### src/rtl/gig_ms_regs.svh
// Purpose: Offsets, field positions, reset values of the role/next-page regs
// Assumes: Registers indexed by word; byte address is four times the index
// Notes:   Included by the register bank
`ifndef GIG_MS_REGS_SVH
`define GIG_MS_REGS_SVH

`define NP_RX_IDX         4'h8
`define ROLE_CTL_IDX      4'h9
`define ROLE_STS_IDX      4'ha
`define EXP_IDX           4'h6
`define SWCTL_IDX         4'hb

`define CTL_TEST_HI       15
`define CTL_TEST_LO       13
`define CTL_MAN_EN        12
`define CTL_MAN_VAL       11
`define CTL_PORT_TYPE     10
`define CTL_ADV_FD        9
`define CTL_ADV_HD        8

`define STS_FAULT         15
`define STS_MASTER        14
`define STS_LOC_RX        13
`define STS_REM_RX        12
`define STS_LP_FD         11
`define STS_LP_HD         10

`define EXP_PAGE_RX       1

`define CTL_RW_MASK       16'hff00
`define NP_RX_RESET       16'h2000
`define IDLE_CNT_MAX      8'hff
`define IDLE_CNT_RESET    8'h00

`define SWCTL_SOFT_RST    0
`define SWCTL_LOGIC_RST   1

`endif

### src/rtl/gig_ms_pkg.sv
// Purpose: Types for the gigabit role/next-page register bank
// Assumes: Constants live in gig_ms_regs.svh
// Notes:   Only types here
package gig_ms_pkg;

  typedef enum logic [2:0] {
    TEST_NORMAL     = 3'h0,
    TEST_WAVEFORM   = 3'h1,
    TEST_JIT_MASTER = 3'h2,
    TEST_JIT_SLAVE  = 3'h3,
    TEST_DISTORT    = 3'h4
  } test_mode_e;

  typedef struct packed {
    logic nextPage;
    logic ack;
    logic messagePage;
    logic ack2;
    logic toggle;
    logic [10:0] code;
  } next_page_s;

  typedef struct packed {
    logic msFault;
    logic resolvedMaster;
    logic localRxOk;
    logic remoteRxOk;
    logic partner_gig_full_ability;
    logic partner_gig_half_ability;
    logic idleError;
  } line_status_s;

  typedef struct packed {
    logic       manualEnable;
    logic       forceMaster;
    logic       multiPort;
    logic       advFull;
    logic       advHalf;
    test_mode_e testMode;
    logic [1:0] testSel;
  } role_ctl_s;

endpackage

### src/rtl/gig_ms_regbank.sv
// Purpose: APB register bank for received next page and gigabit role regs
// Assumes: One 20 MHz clock; line-side inputs synchronous to it
// Notes:   Zero-wait APB slave, pslverr on unmapped addresses
// Notes:   Read data is captured in the setup cycle; read side effects
//          (latch clear, count clear) happen in the access cycle
// Notes:   Control bits 12..8 come from the straps after hardware and soft reset
//
// The APB register port is this design's own decision.
`timescale 1ns/1ps
`default_nettype none
`include "gig_ms_regs.svh"

//Contract
// RQ1 - Test code 000 normal, 001 waveform
// RQ2 - 010 jitter master, 011 slave, 100 distortion
// RQ3 - Software avoids test modes giving two masters
// RQ4 - Bit 12 enables manual role choice
// RQ5 - Bit 11 forces master or slave manually
// RQ6 - Bit 10 port type only when automatic
// RQ7 - Bits 9,8 advertise gigabit full/half duplex
// RQ8 - Control bits 12..8 reset from straps
// RQ9 - Status 15 latches role configuration fault
// RQ10 - Status 14 shows resolved master role
// RQ11 - Status 13 shows local receiver OK
// RQ12 - Status 12 shows remote receiver OK
// RQ13 - Status 11,10 partner gigabit abilities
// RQ14 - Status 7..0 count idle errors
// RQ15 - Counter clears on read and resets
// RQ16 - Counter saturates at all ones
// RQ17 - Counter overflow flags an interrupt source
// RQ18 - Next page read-only, flags 15,14
// RQ19 - Page bit 13 message, 12 comply
// RQ20 - Page bit 11 carries toggle
// RQ21 - Page bits 10..0 code, reset zero
// RQ22 - Page received latches until read
// RQ23 - Latched bits clear only on read; code also clears them on soft or logic reset
// RQ24 - Reserved bits read zero, ignore writes
module gig_ms_regbank #(
  parameter int ADDR_W = 12
) (
  // Clock and reset
  input  wire logic                    clk,
  input  wire logic                    rstn,
  // APB slave
  input  wire logic                    psel,
  input  wire logic                    penable,
  input  wire logic                    pwrite,
  input  wire logic [ADDR_W-1:0]       paddr,
  input  wire logic [31:0]             pwdata,
  output logic                         pready,
  output logic [31:0]                  prdata,
  output logic                         pslverr,
  // Configuration straps
  input  wire logic [4:0]              strapRole,
  // Line side from negotiation engine
  input  wire logic                    pageValid,
  input  wire gig_ms_pkg::next_page_s  pageIn,
  input  wire gig_ms_pkg::line_status_s lineStatus,
  // Control to the rest of the PHY
  output gig_ms_pkg::role_ctl_s        roleCtl,
  output logic                         roleManual,
  output logic                         roleForceMaster,
  output logic                         idleOverflow,
  output logic                         logicResetOut
);

  // Word match on an aligned byte address
  function automatic logic reg_hit(input logic [ADDR_W-1:0] a,
                                   input logic [3:0]        idx);
    logic [ADDR_W-3:0] w;
    w       = a[ADDR_W-1:2];
    reg_hit = (a[1:0] == 2'h0) && (w == (ADDR_W-2)'(idx));
  endfunction

  // Address decode
  wire logic              setup    = psel & ~penable;
  wire logic              access   = psel & penable;
  wire logic              hitNp    = reg_hit(paddr, `NP_RX_IDX);
  wire logic              hitCtl   = reg_hit(paddr, `ROLE_CTL_IDX);
  wire logic              hitSts   = reg_hit(paddr, `ROLE_STS_IDX);
  wire logic              hitExp   = reg_hit(paddr, `EXP_IDX);
  wire logic              hitSw    = reg_hit(paddr, `SWCTL_IDX);
  wire logic              mapped   = hitNp | hitCtl | hitSts | hitExp | hitSw;
  wire logic              wrCtl    = access & pwrite & hitCtl;
  wire logic              wrSw     = access & pwrite & hitSw;
  wire logic              rdSts    = access & ~pwrite & hitSts;
  wire logic              rdExp    = access & ~pwrite & hitExp;

  // Registers
  logic [15:0] ctl_reg;
  wire logic [15:0] ctl_next;
  logic [15:0] np_reg;
  logic        fault_reg;
  logic        pageRx_reg;
  logic [7:0]  idle_reg;
  logic [7:0]  idle_next;
  logic        softRst_reg;
  logic        logicRst_reg;
  logic        strapLoad_reg;
  logic        ovf_reg;
  logic [31:0] rdata_reg;
  logic        err_reg;

  // Software or logic reset clears the count and page state
  wire logic localClr = softRst_reg | logicRst_reg;

  // Per-bit write merge; reserved control bits keep their zero
  localparam logic [15:0] CTL_MASK = `CTL_RW_MASK;
  genvar bi;
  generate
    for (bi = 0; bi < 16; bi++) begin : g_ctl_bit
      if (CTL_MASK[bi]) begin : g_rw
        assign ctl_next[bi] = pwdata[bi];
      end else begin : g_ro
        assign ctl_next[bi] = ctl_reg[bi]; // RQ24
      end
    end
  endgenerate

  // Strap load flag: high for the first edge after reset

  always_ff @(posedge clk or negedge rstn) begin
    if (!rstn) begin
      strapLoad_reg <= 1'b1;
    end else begin
      strapLoad_reg <= 1'b0;
    end
  end

  // Strap image of the role and ability bits
  wire logic   strapManEn  = strapRole[4];
  wire logic   strapManVal = strapRole[3];
  wire logic   strapPort   = strapRole[2];
  wire logic   strapAdvFd  = strapRole[1];
  wire logic   strapAdvHd  = strapRole[0];
  logic [15:0] strapWord;
  always_comb begin
    strapWord                 = 16'h0000;
    strapWord[`CTL_MAN_EN]    = strapManEn;
    strapWord[`CTL_MAN_VAL]   = strapManVal;
    strapWord[`CTL_PORT_TYPE] = strapPort;
    strapWord[`CTL_ADV_FD]    = strapAdvFd;
    strapWord[`CTL_ADV_HD]    = strapAdvHd;
  end

  // Control register: straps after reset, then software
  always_ff @(posedge clk or negedge rstn) begin
    if (!rstn) begin
      ctl_reg <= 16'h0000;
    end else if (strapLoad_reg || softRst_reg) begin
      ctl_reg <= strapWord; // RQ8
    end else if (wrCtl) begin
      ctl_reg <= ctl_next; // RQ24
    end
  end

  // Reset control writes
  wire logic swSoft  = wrSw & pwdata[`SWCTL_SOFT_RST];
  wire logic swLogic = pwdata[`SWCTL_LOGIC_RST];

  // Soft reset is a one-cycle strobe
  always_ff @(posedge clk or negedge rstn) begin
    if (!rstn) begin
      softRst_reg <= 1'b0;
    end else begin
      softRst_reg <= swSoft;
    end
  end

  // Logic reset is a level kept until software lowers it
  always_ff @(posedge clk or negedge rstn) begin
    if (!rstn) begin
      logicRst_reg <= 1'b0;
    end else if (wrSw) begin
      logicRst_reg <= swLogic;
    end
  end

  // Field view of an arriving page
  wire logic        pgNext   = pageIn.nextPage;    // RQ18
  wire logic        pgAck    = pageIn.ack;         // RQ18
  wire logic        pgMsg    = pageIn.messagePage; // RQ19
  wire logic        pgAck2   = pageIn.ack2;        // RQ19
  wire logic        pgToggle = pageIn.toggle;      // RQ20
  wire logic [10:0] pgCode   = pageIn.code;        // RQ21
  wire logic [15:0] pageWord = {pgNext, pgAck, pgMsg, pgAck2, pgToggle,
                                pgCode};

  // Received page capture
  always_ff @(posedge clk or negedge rstn) begin
    if (!rstn) begin
      np_reg <= `NP_RX_RESET; // RQ21
    end else if (localClr) begin
      np_reg <= `NP_RX_RESET;
    end else if (pageValid) begin
      np_reg <= pageWord; // RQ18 RQ19 RQ20 RQ21
    end
  end

  // Latch-high flags: bit 0 page received, bit 1 role fault
  localparam int NLATCH = 2;
  wire logic [NLATCH-1:0] latchSet = {lineStatus.msFault, pageValid};
  wire logic [NLATCH-1:0] latchClr = {rdSts, rdExp};
  wire logic [NLATCH-1:0] latchQ;

  // Set beats the read clear in the same cycle
  genvar gi;
  generate
    for (gi = 0; gi < NLATCH; gi++) begin : g_latch
      logic flag_reg;
      always_ff @(posedge clk or negedge rstn) begin
        if (!rstn) begin
          flag_reg <= 1'b0;
        end else if (localClr) begin
          flag_reg <= 1'b0;
        end else begin
          flag_reg <= latchSet[gi] | (flag_reg & ~latchClr[gi]); // RQ23
        end
      end
      assign latchQ[gi] = flag_reg;
    end
  endgenerate

  assign pageRx_reg = latchQ[0]; // RQ22
  assign fault_reg  = latchQ[1]; // RQ9

  // Idle error counter
  wire logic cntFull = (idle_reg == `IDLE_CNT_MAX);
  wire logic cntInc  = lineStatus.idleError & ~cntFull; // RQ16
  always_comb begin
    idle_next = idle_reg;
    if (rdSts) begin
      idle_next = lineStatus.idleError ? 8'h01 : `IDLE_CNT_RESET; // RQ15
    end else if (cntInc) begin
      idle_next = idle_reg + 8'h01; // RQ14
    end
  end

  always_ff @(posedge clk or negedge rstn) begin
    if (!rstn) begin
      idle_reg <= `IDLE_CNT_RESET;
    end else if (localClr) begin
      idle_reg <= `IDLE_CNT_RESET; // RQ15
    end else begin
      idle_reg <= idle_next;
    end
  end

  // Overflow pulse for the interrupt logic
  wire logic ovfHit = cntFull & lineStatus.idleError & ~rdSts;
  always_ff @(posedge clk or negedge rstn) begin
    if (!rstn) begin
      ovf_reg <= 1'b0;
    end else if (localClr) begin
      ovf_reg <= 1'b0;
    end else begin
      ovf_reg <= ovfHit; // RQ17
    end
  end

  // Read mux
  wire logic stsFault  = fault_reg;                            // RQ9
  wire logic stsMaster = lineStatus.resolvedMaster;            // RQ10
  wire logic stsLocRx  = lineStatus.localRxOk;                 // RQ11
  wire logic stsRemRx  = lineStatus.remoteRxOk;                // RQ12
  wire logic stsLpFd   = lineStatus.partner_gig_full_ability;  // RQ13
  wire logic stsLpHd   = lineStatus.partner_gig_half_ability;  // RQ13
  wire logic [15:0] stsWord = {stsFault, stsMaster, stsLocRx, stsRemRx,
                               stsLpFd, stsLpHd, 2'h0, idle_reg}; // RQ24

  // Expansion and reset-control views
  logic [15:0] expWord;
  logic [15:0] swWord;
  always_comb begin
    expWord                  = 16'h0000;
    expWord[`EXP_PAGE_RX]    = pageRx_reg;
    swWord                   = 16'h0000;
    swWord[`SWCTL_LOGIC_RST] = logicRst_reg;
  end

  // Word select; unmapped reads give zero
  logic [15:0] rdWord;
  always_comb begin
    rdWord = 16'h0000;
    case (1'b1)
      hitNp:   rdWord = np_reg;
      hitCtl:  rdWord = ctl_reg;
      hitSts:  rdWord = stsWord;
      hitExp:  rdWord = expWord;
      hitSw:   rdWord = swWord;
      default: rdWord = 16'h0000; // RQ24
    endcase
  end

  // Read data captured in the setup cycle
  always_ff @(posedge clk or negedge rstn) begin
    if (!rstn) begin
      rdata_reg <= 32'h0000_0000;
    end else if (setup) begin
      rdata_reg <= {16'h0000, rdWord};
    end
  end

  // Error flag captured with the address
  always_ff @(posedge clk or negedge rstn) begin
    if (!rstn) begin
      err_reg <= 1'b0;
    end else if (setup) begin
      err_reg <= ~mapped;
    end
  end

  assign pready  = 1'b1;
  assign prdata  = rdata_reg;
  assign pslverr = access & err_reg;

  // Role and test controls
  function automatic gig_ms_pkg::test_mode_e decode_test(input logic [2:0] c);
    case (c)
      3'h1:    decode_test = gig_ms_pkg::TEST_WAVEFORM;   // RQ1
      3'h2:    decode_test = gig_ms_pkg::TEST_JIT_MASTER; // RQ2
      3'h3:    decode_test = gig_ms_pkg::TEST_JIT_SLAVE;
      3'h4:    decode_test = gig_ms_pkg::TEST_DISTORT;
      default: decode_test = gig_ms_pkg::TEST_NORMAL;     // RQ1 RQ2
    endcase
  endfunction

  // Control fields
  wire logic [2:0] ctlTest   = ctl_reg[`CTL_TEST_HI:`CTL_TEST_LO];
  wire logic       manEn     = ctl_reg[`CTL_MAN_EN];
  wire logic       ctlManVal = ctl_reg[`CTL_MAN_VAL];
  wire logic       ctlPort   = ctl_reg[`CTL_PORT_TYPE];
  wire logic       ctlAdvFd  = ctl_reg[`CTL_ADV_FD];
  wire logic       ctlAdvHd  = ctl_reg[`CTL_ADV_HD];

  // Manual value counts only when manual mode is on
  wire logic       forceMst  = manEn & ctlManVal;

  assign roleCtl.manualEnable = manEn;                   // RQ4
  assign roleCtl.forceMaster  = forceMst;                // RQ5
  assign roleCtl.multiPort    = ~manEn & ctlPort;        // RQ6
  assign roleCtl.advFull      = ctlAdvFd;                // RQ7
  assign roleCtl.advHalf      = ctlAdvHd;                // RQ7
  assign roleCtl.testMode     = decode_test(ctlTest);
  assign roleCtl.testSel      = 2'h0;
  assign roleManual           = manEn;
  assign roleForceMaster      = forceMst;
  assign idleOverflow         = ovf_reg;
  assign logicResetOut        = logicRst_reg;

endmodule // gig_ms_regbank

`default_nettype wire

### config.mk
export PLATFORM = sky130hd
export DESIGN_NAME = gig_ms_regbank
export DESIGN_NICKNAME = d
export VERILOG_FILES = /design/src/rtl/gig_ms_pkg.sv /design/src/rtl/gig_ms_regbank.sv
export VERILOG_INCLUDE_DIRS = /design/src /design/src/rtl
export SDC_FILE = /design/constraint.sdc
export NUM_CORES = 1
export LEC_CHECK = 0
export ABC_CLOCK_PERIOD_IN_PS = 1400
export BUFFER_PORTS_ARGS = -buffer_cell sky130_fd_sc_hd__buf_2
export CORE_AREA = 2 2 108 110
export CTS_CLUSTER_SIZE = 10
export DETAILED_ROUTE_END_ITERATION = 8
export DIE_AREA = 0 0 110 112
export GPL_ROUTABILITY_DRIVEN = 0
export HOLD_SLACK_MARGIN = 0.05
export PLACE_DENSITY = 0.57
export SLEW_MARGIN = 0
export SYNTH_ARGS = -nofsm -noshare
export SYNTH_HDL_FRONTEND = slang
export SYNTH_SLANG_ARGS = --single-unit
### constraint.sdc
create_clock -name clk -period 1.4 [get_ports clk]
set_input_delay 0.07 -clock clk [delete_from_list [all_inputs] [get_ports clk]]
set_output_delay 0.07 -clock clk [all_outputs]
set_load 0.03 [all_outputs]
==> qor.yml <==
vias: 2476
area_delta_synth_final_pct: 35.19
min_path_type: "in -> reg"
io_buffers: 84
ctsHtreeMaxLevel: 2
rsz0062_at_grt: "yes"
tns_ps: 0
ctsLongestPathBuffers: 2
remaining_drc_errors: 0
tightest_slew_ps: 602.2
postLayoutCoreUtil: 0.3557
grtUsageTotal: 0.1319
drtPass1Iterations: 4
ys_warn_count: 0
required_ps: 1560
p_comb_frac: 0.205
synth_area_leaders: "dfrtp_1, mux2i_1, buf_4, nor2_1, a32o_1"
ios: 126
hold_slack_ps: 33.84
cp_top_family: "compound AO/OA/AOI/OAI gates"
postRouteAntennaNets: 0
antenna_found_initial: 0
syn_area_per_cell_um2: 10.58
max_stage_delay_ps: 400
dp_slack_ps: -158.8
ys_ff_latch: 55
p_int_mw: 2.767
drv_cap: 0
synth_top_area_frac: 0.4511
power_density_mw_per_mm2: 984.0
crit_fanout: 4
finClkSkew_ps: 6.759
grt_max_degree: 56
num_rows: 39
finalCritPeriodShare: 0.9441
async_flop_share: 1.000
viasPerCell: 4.560
clkPwrFrac: 0.315
fmax_ghz: 0.7566
netlist_area_mm2: 0.002940
finalInstanceArea_mm2: 0.003975
status: "finished, final reports clean"
arrival_ps: 1480
layout-drive-gt1-share: 0.3575
cts_tree: "done"
startpoint_type: "flip-flop"
detail_route.wl_per_cell_um: 14.39
die_area_mm2: 0.01232
cpMaxStageDelayCell: "dfrtp_1"
power_frac_seq: 0.480
p_sw_mw: 1.145
cts_sinks: 55
end_kind: "flip-flop"
grt-ovfl-total: 0
syn_inst: 278
crit_buf_inv: 1
yosysSeqAreaShare: 0.4689
cts-root-buf: "clkbuf_16"
cts_buffers: 5
synth_edf_count: 0
worst_slack_ps: 78.31
dr.first_iter.drc_count: 115
grt_pass1_vias: 2490
clkLatencyLatePin_ps: 290
path_class: "reg -> reg"
p_leak_nw: 1.918
ys_types: 50
design.core.area_mm2: 0.01117
relSlewSlack: 0.5971
ys.flop_type: "dfrtp_1"
setup_viol: 0
worstPathCellList: "buf_4 -> nand4_1 -> a31oi_1 -> a31o_2 -> a21oi_1"
place_hpwl_mm: 5.935
hold_violations: 0
initial_core_util: 0.2631
die_h_um: 112
fin_crit_ps: 1322
cts.clk_slew.worst_paths_ps: 70
die_x_um: 110
final_max_slew_viol_count: 0
yosys.area.top_type: "dfrtp_1"
dpl_cell_area_mm2: 0.003585
sw_frac_of_total: 0.2927
ir_worst_vdd_uv: 609.3
routed_wl_mm: 7.815
fin_nets: 478
num_antenna_cells: 0
grt_pass1_wl_mm: 12.58
-- Yosys cell counts, types with 2 or more instances --
| library cell | instances |
|---|---|
| nor2b_1 | 8 |
| a32o_1 | 7 |
| buf_4 | 26 |
| a221o_2 | 6 |
| nand3b_1 | 2 |
| dfstp_2 | 2 |
| inv_1 | 2 |
| buf_2 | 3 |
| a22oi_1 | 6 |
| clkbuf_1 | 6 |
| nor2_1 | 30 |
| nor3_1 | 10 |
| nand2b_1 | 3 |
| nand2_1 | 13 |
| dfrtp_1 | 53 |
| o21ai_0 | 5 |
| or3_1 | 2 |
| or2_2 | 2 |
| nor3b_1 | 4 |
| nor4_4 | 2 |
| and3_1 | 2 |
| a21oi_1 | 13 |
| conb_1 | 2 |
| mux2i_1 | 27 |
| buf_6 | 2 |
| and4_1 | 3 |
| xor2_1 | 2 |
| and2_1 | 2 |
| a21o_2 | 7 |
| nand4_1 | 4 |
| nand3_1 | 3 |
-- path summary, 6_finish.rpt --
check / start / end / slack [ps] / depth (start not counted)
min in group asynchronous: rstn / err_reg$_DFFE_PN0P_ / 310 / 3
max: idle_reg[1]$_DFFE_PN0P_ / idle_reg[5]$_DFFE_PN0P_ / 80 / 5
max reg2reg: idle_reg[1]$_DFFE_PN0P_ / idle_reg[5]$_DFFE_PN0P_ / 80 / 5
max in group asynchronous: rstn / np_reg[13]$_DFFE_PN1P_ / 770 / 3
min reg2reg: np_reg[7]$_DFFE_PN0P_ / prdata[7]$_DFFE_PN0P_ / 490 / 1
min: pageIn[9] / np_reg[9]$_DFFE_PN0P_ / 30 / 3
-- metrics by stage --
stage	power, mW	std cells
3_3_place_gp	2.611	512
6_report	3.912	543
2_1_floorplan	2.362	296
4_1_cts	3.951	543
5_1_grt	4.147	543
3_5_place_dp	2.644	512
-- per-layer routing --
layer  vias up  GRT usage  part of all wire
li1       1208          -                 -
met1      1201     0.1670              0.44
met2        59     0.2237              0.51
met3         8    0.02927             0.040
met4         0    0.03629             0.012
met5         -          0                 0
-- worst reg2reg max path: stages, from the launching register on --
cell,delay (ps)
dfrtp_1,400
buf_4,150
nand4_1,150
a31oi_1,260
a31o_2,190
a21oi_1,60
-- final cells by class --
cell class | instances | area (um2)
Clock inverter | 3 | 20.02
Timing Repair Buffer | 133 | 883.3
Fill cell | 1121 | 7199
Sequential cell | 55 | 1380
Tap cell | 143 | 178.9
Inverter | 2 | 7.507
Multi-Input combinational cell | 202 | 1380
Clock buffer | 5 | 125.1
-- kinds of logic (layout without fill, tap and decap cells) --
| logic type | Yosys count | in the layout | synth area share |
|---|---|---|---|
| flip-flops | 55 | 55 | 0.4689 |
| other | 2 | 20 | 0.002554 |
| adder cells (fa/ha/maj) | 1 | 1 | 0.004255 |
| buffers and inverters | 39 | 143 | 0.08936 |
| XOR/XNOR | 3 | 3 | 0.008938 |
| multiplexers | 28 | 28 | 0.09574 |
| AO/OA/AOI/OAI | 54 | 54 | 0.1404 |
| AND/OR/NAND/NOR | 96 | 96 | 0.1898 |
-- power by group through the flow --
stage,clock [mW],combinational [mW],sequential (mW)
3_5_place_dp,0,0.747,1.90
6_report,1.23,0.802,1.88
3_3_place_gp,0,0.723,1.89
5_1_grt,1.35,0.890,1.91
2_1_floorplan,0,0.516,1.85
4_1_cts,1.29,0.798,1.87
-- what timing repair did --
action                                 CTS  global route
hold buffers                            23             0
endpoints found under the hold margin   75             0
setup endpoints to repair                0             2
setup buffers                            0             0
gates resized for setup                  0             4
-- cells in the final DEF, fill, tap and decap left out, drive strengths merged, types with 2 or more instances in the layout --
cell | synthesis | final
buf | 31 | 110
dfrtp | 53 | 53
nor2 | 30 | 30
mux2i | 27 | 27
dlygate4sd3 | 0 | 23
conb | 2 | 20
nand2 | 13 | 13
a21oi | 13 | 13
nor3 | 10 | 10
nor2b | 8 | 8
a21o | 8 | 8
a32o | 7 | 7
a22oi | 6 | 6
a221o | 6 | 6
o21ai | 5 | 5
clkbuf | 6 | 5
nand4 | 5 | 5
nor3b | 4 | 4
nand3 | 3 | 3
and4 | 3 | 3
nand2b | 3 | 3
and2 | 2 | 2
nor4 | 2 | 2
inv | 2 | 2
or2 | 2 | 2
and3 | 2 | 2
nand3b | 2 | 2
or3 | 2 | 2
xor2 | 2 | 2
clkinvlp | 0 | 2
dfstp | 2 | 2
nor4b | 2 | 2
(Power assumes the default switching activity.)
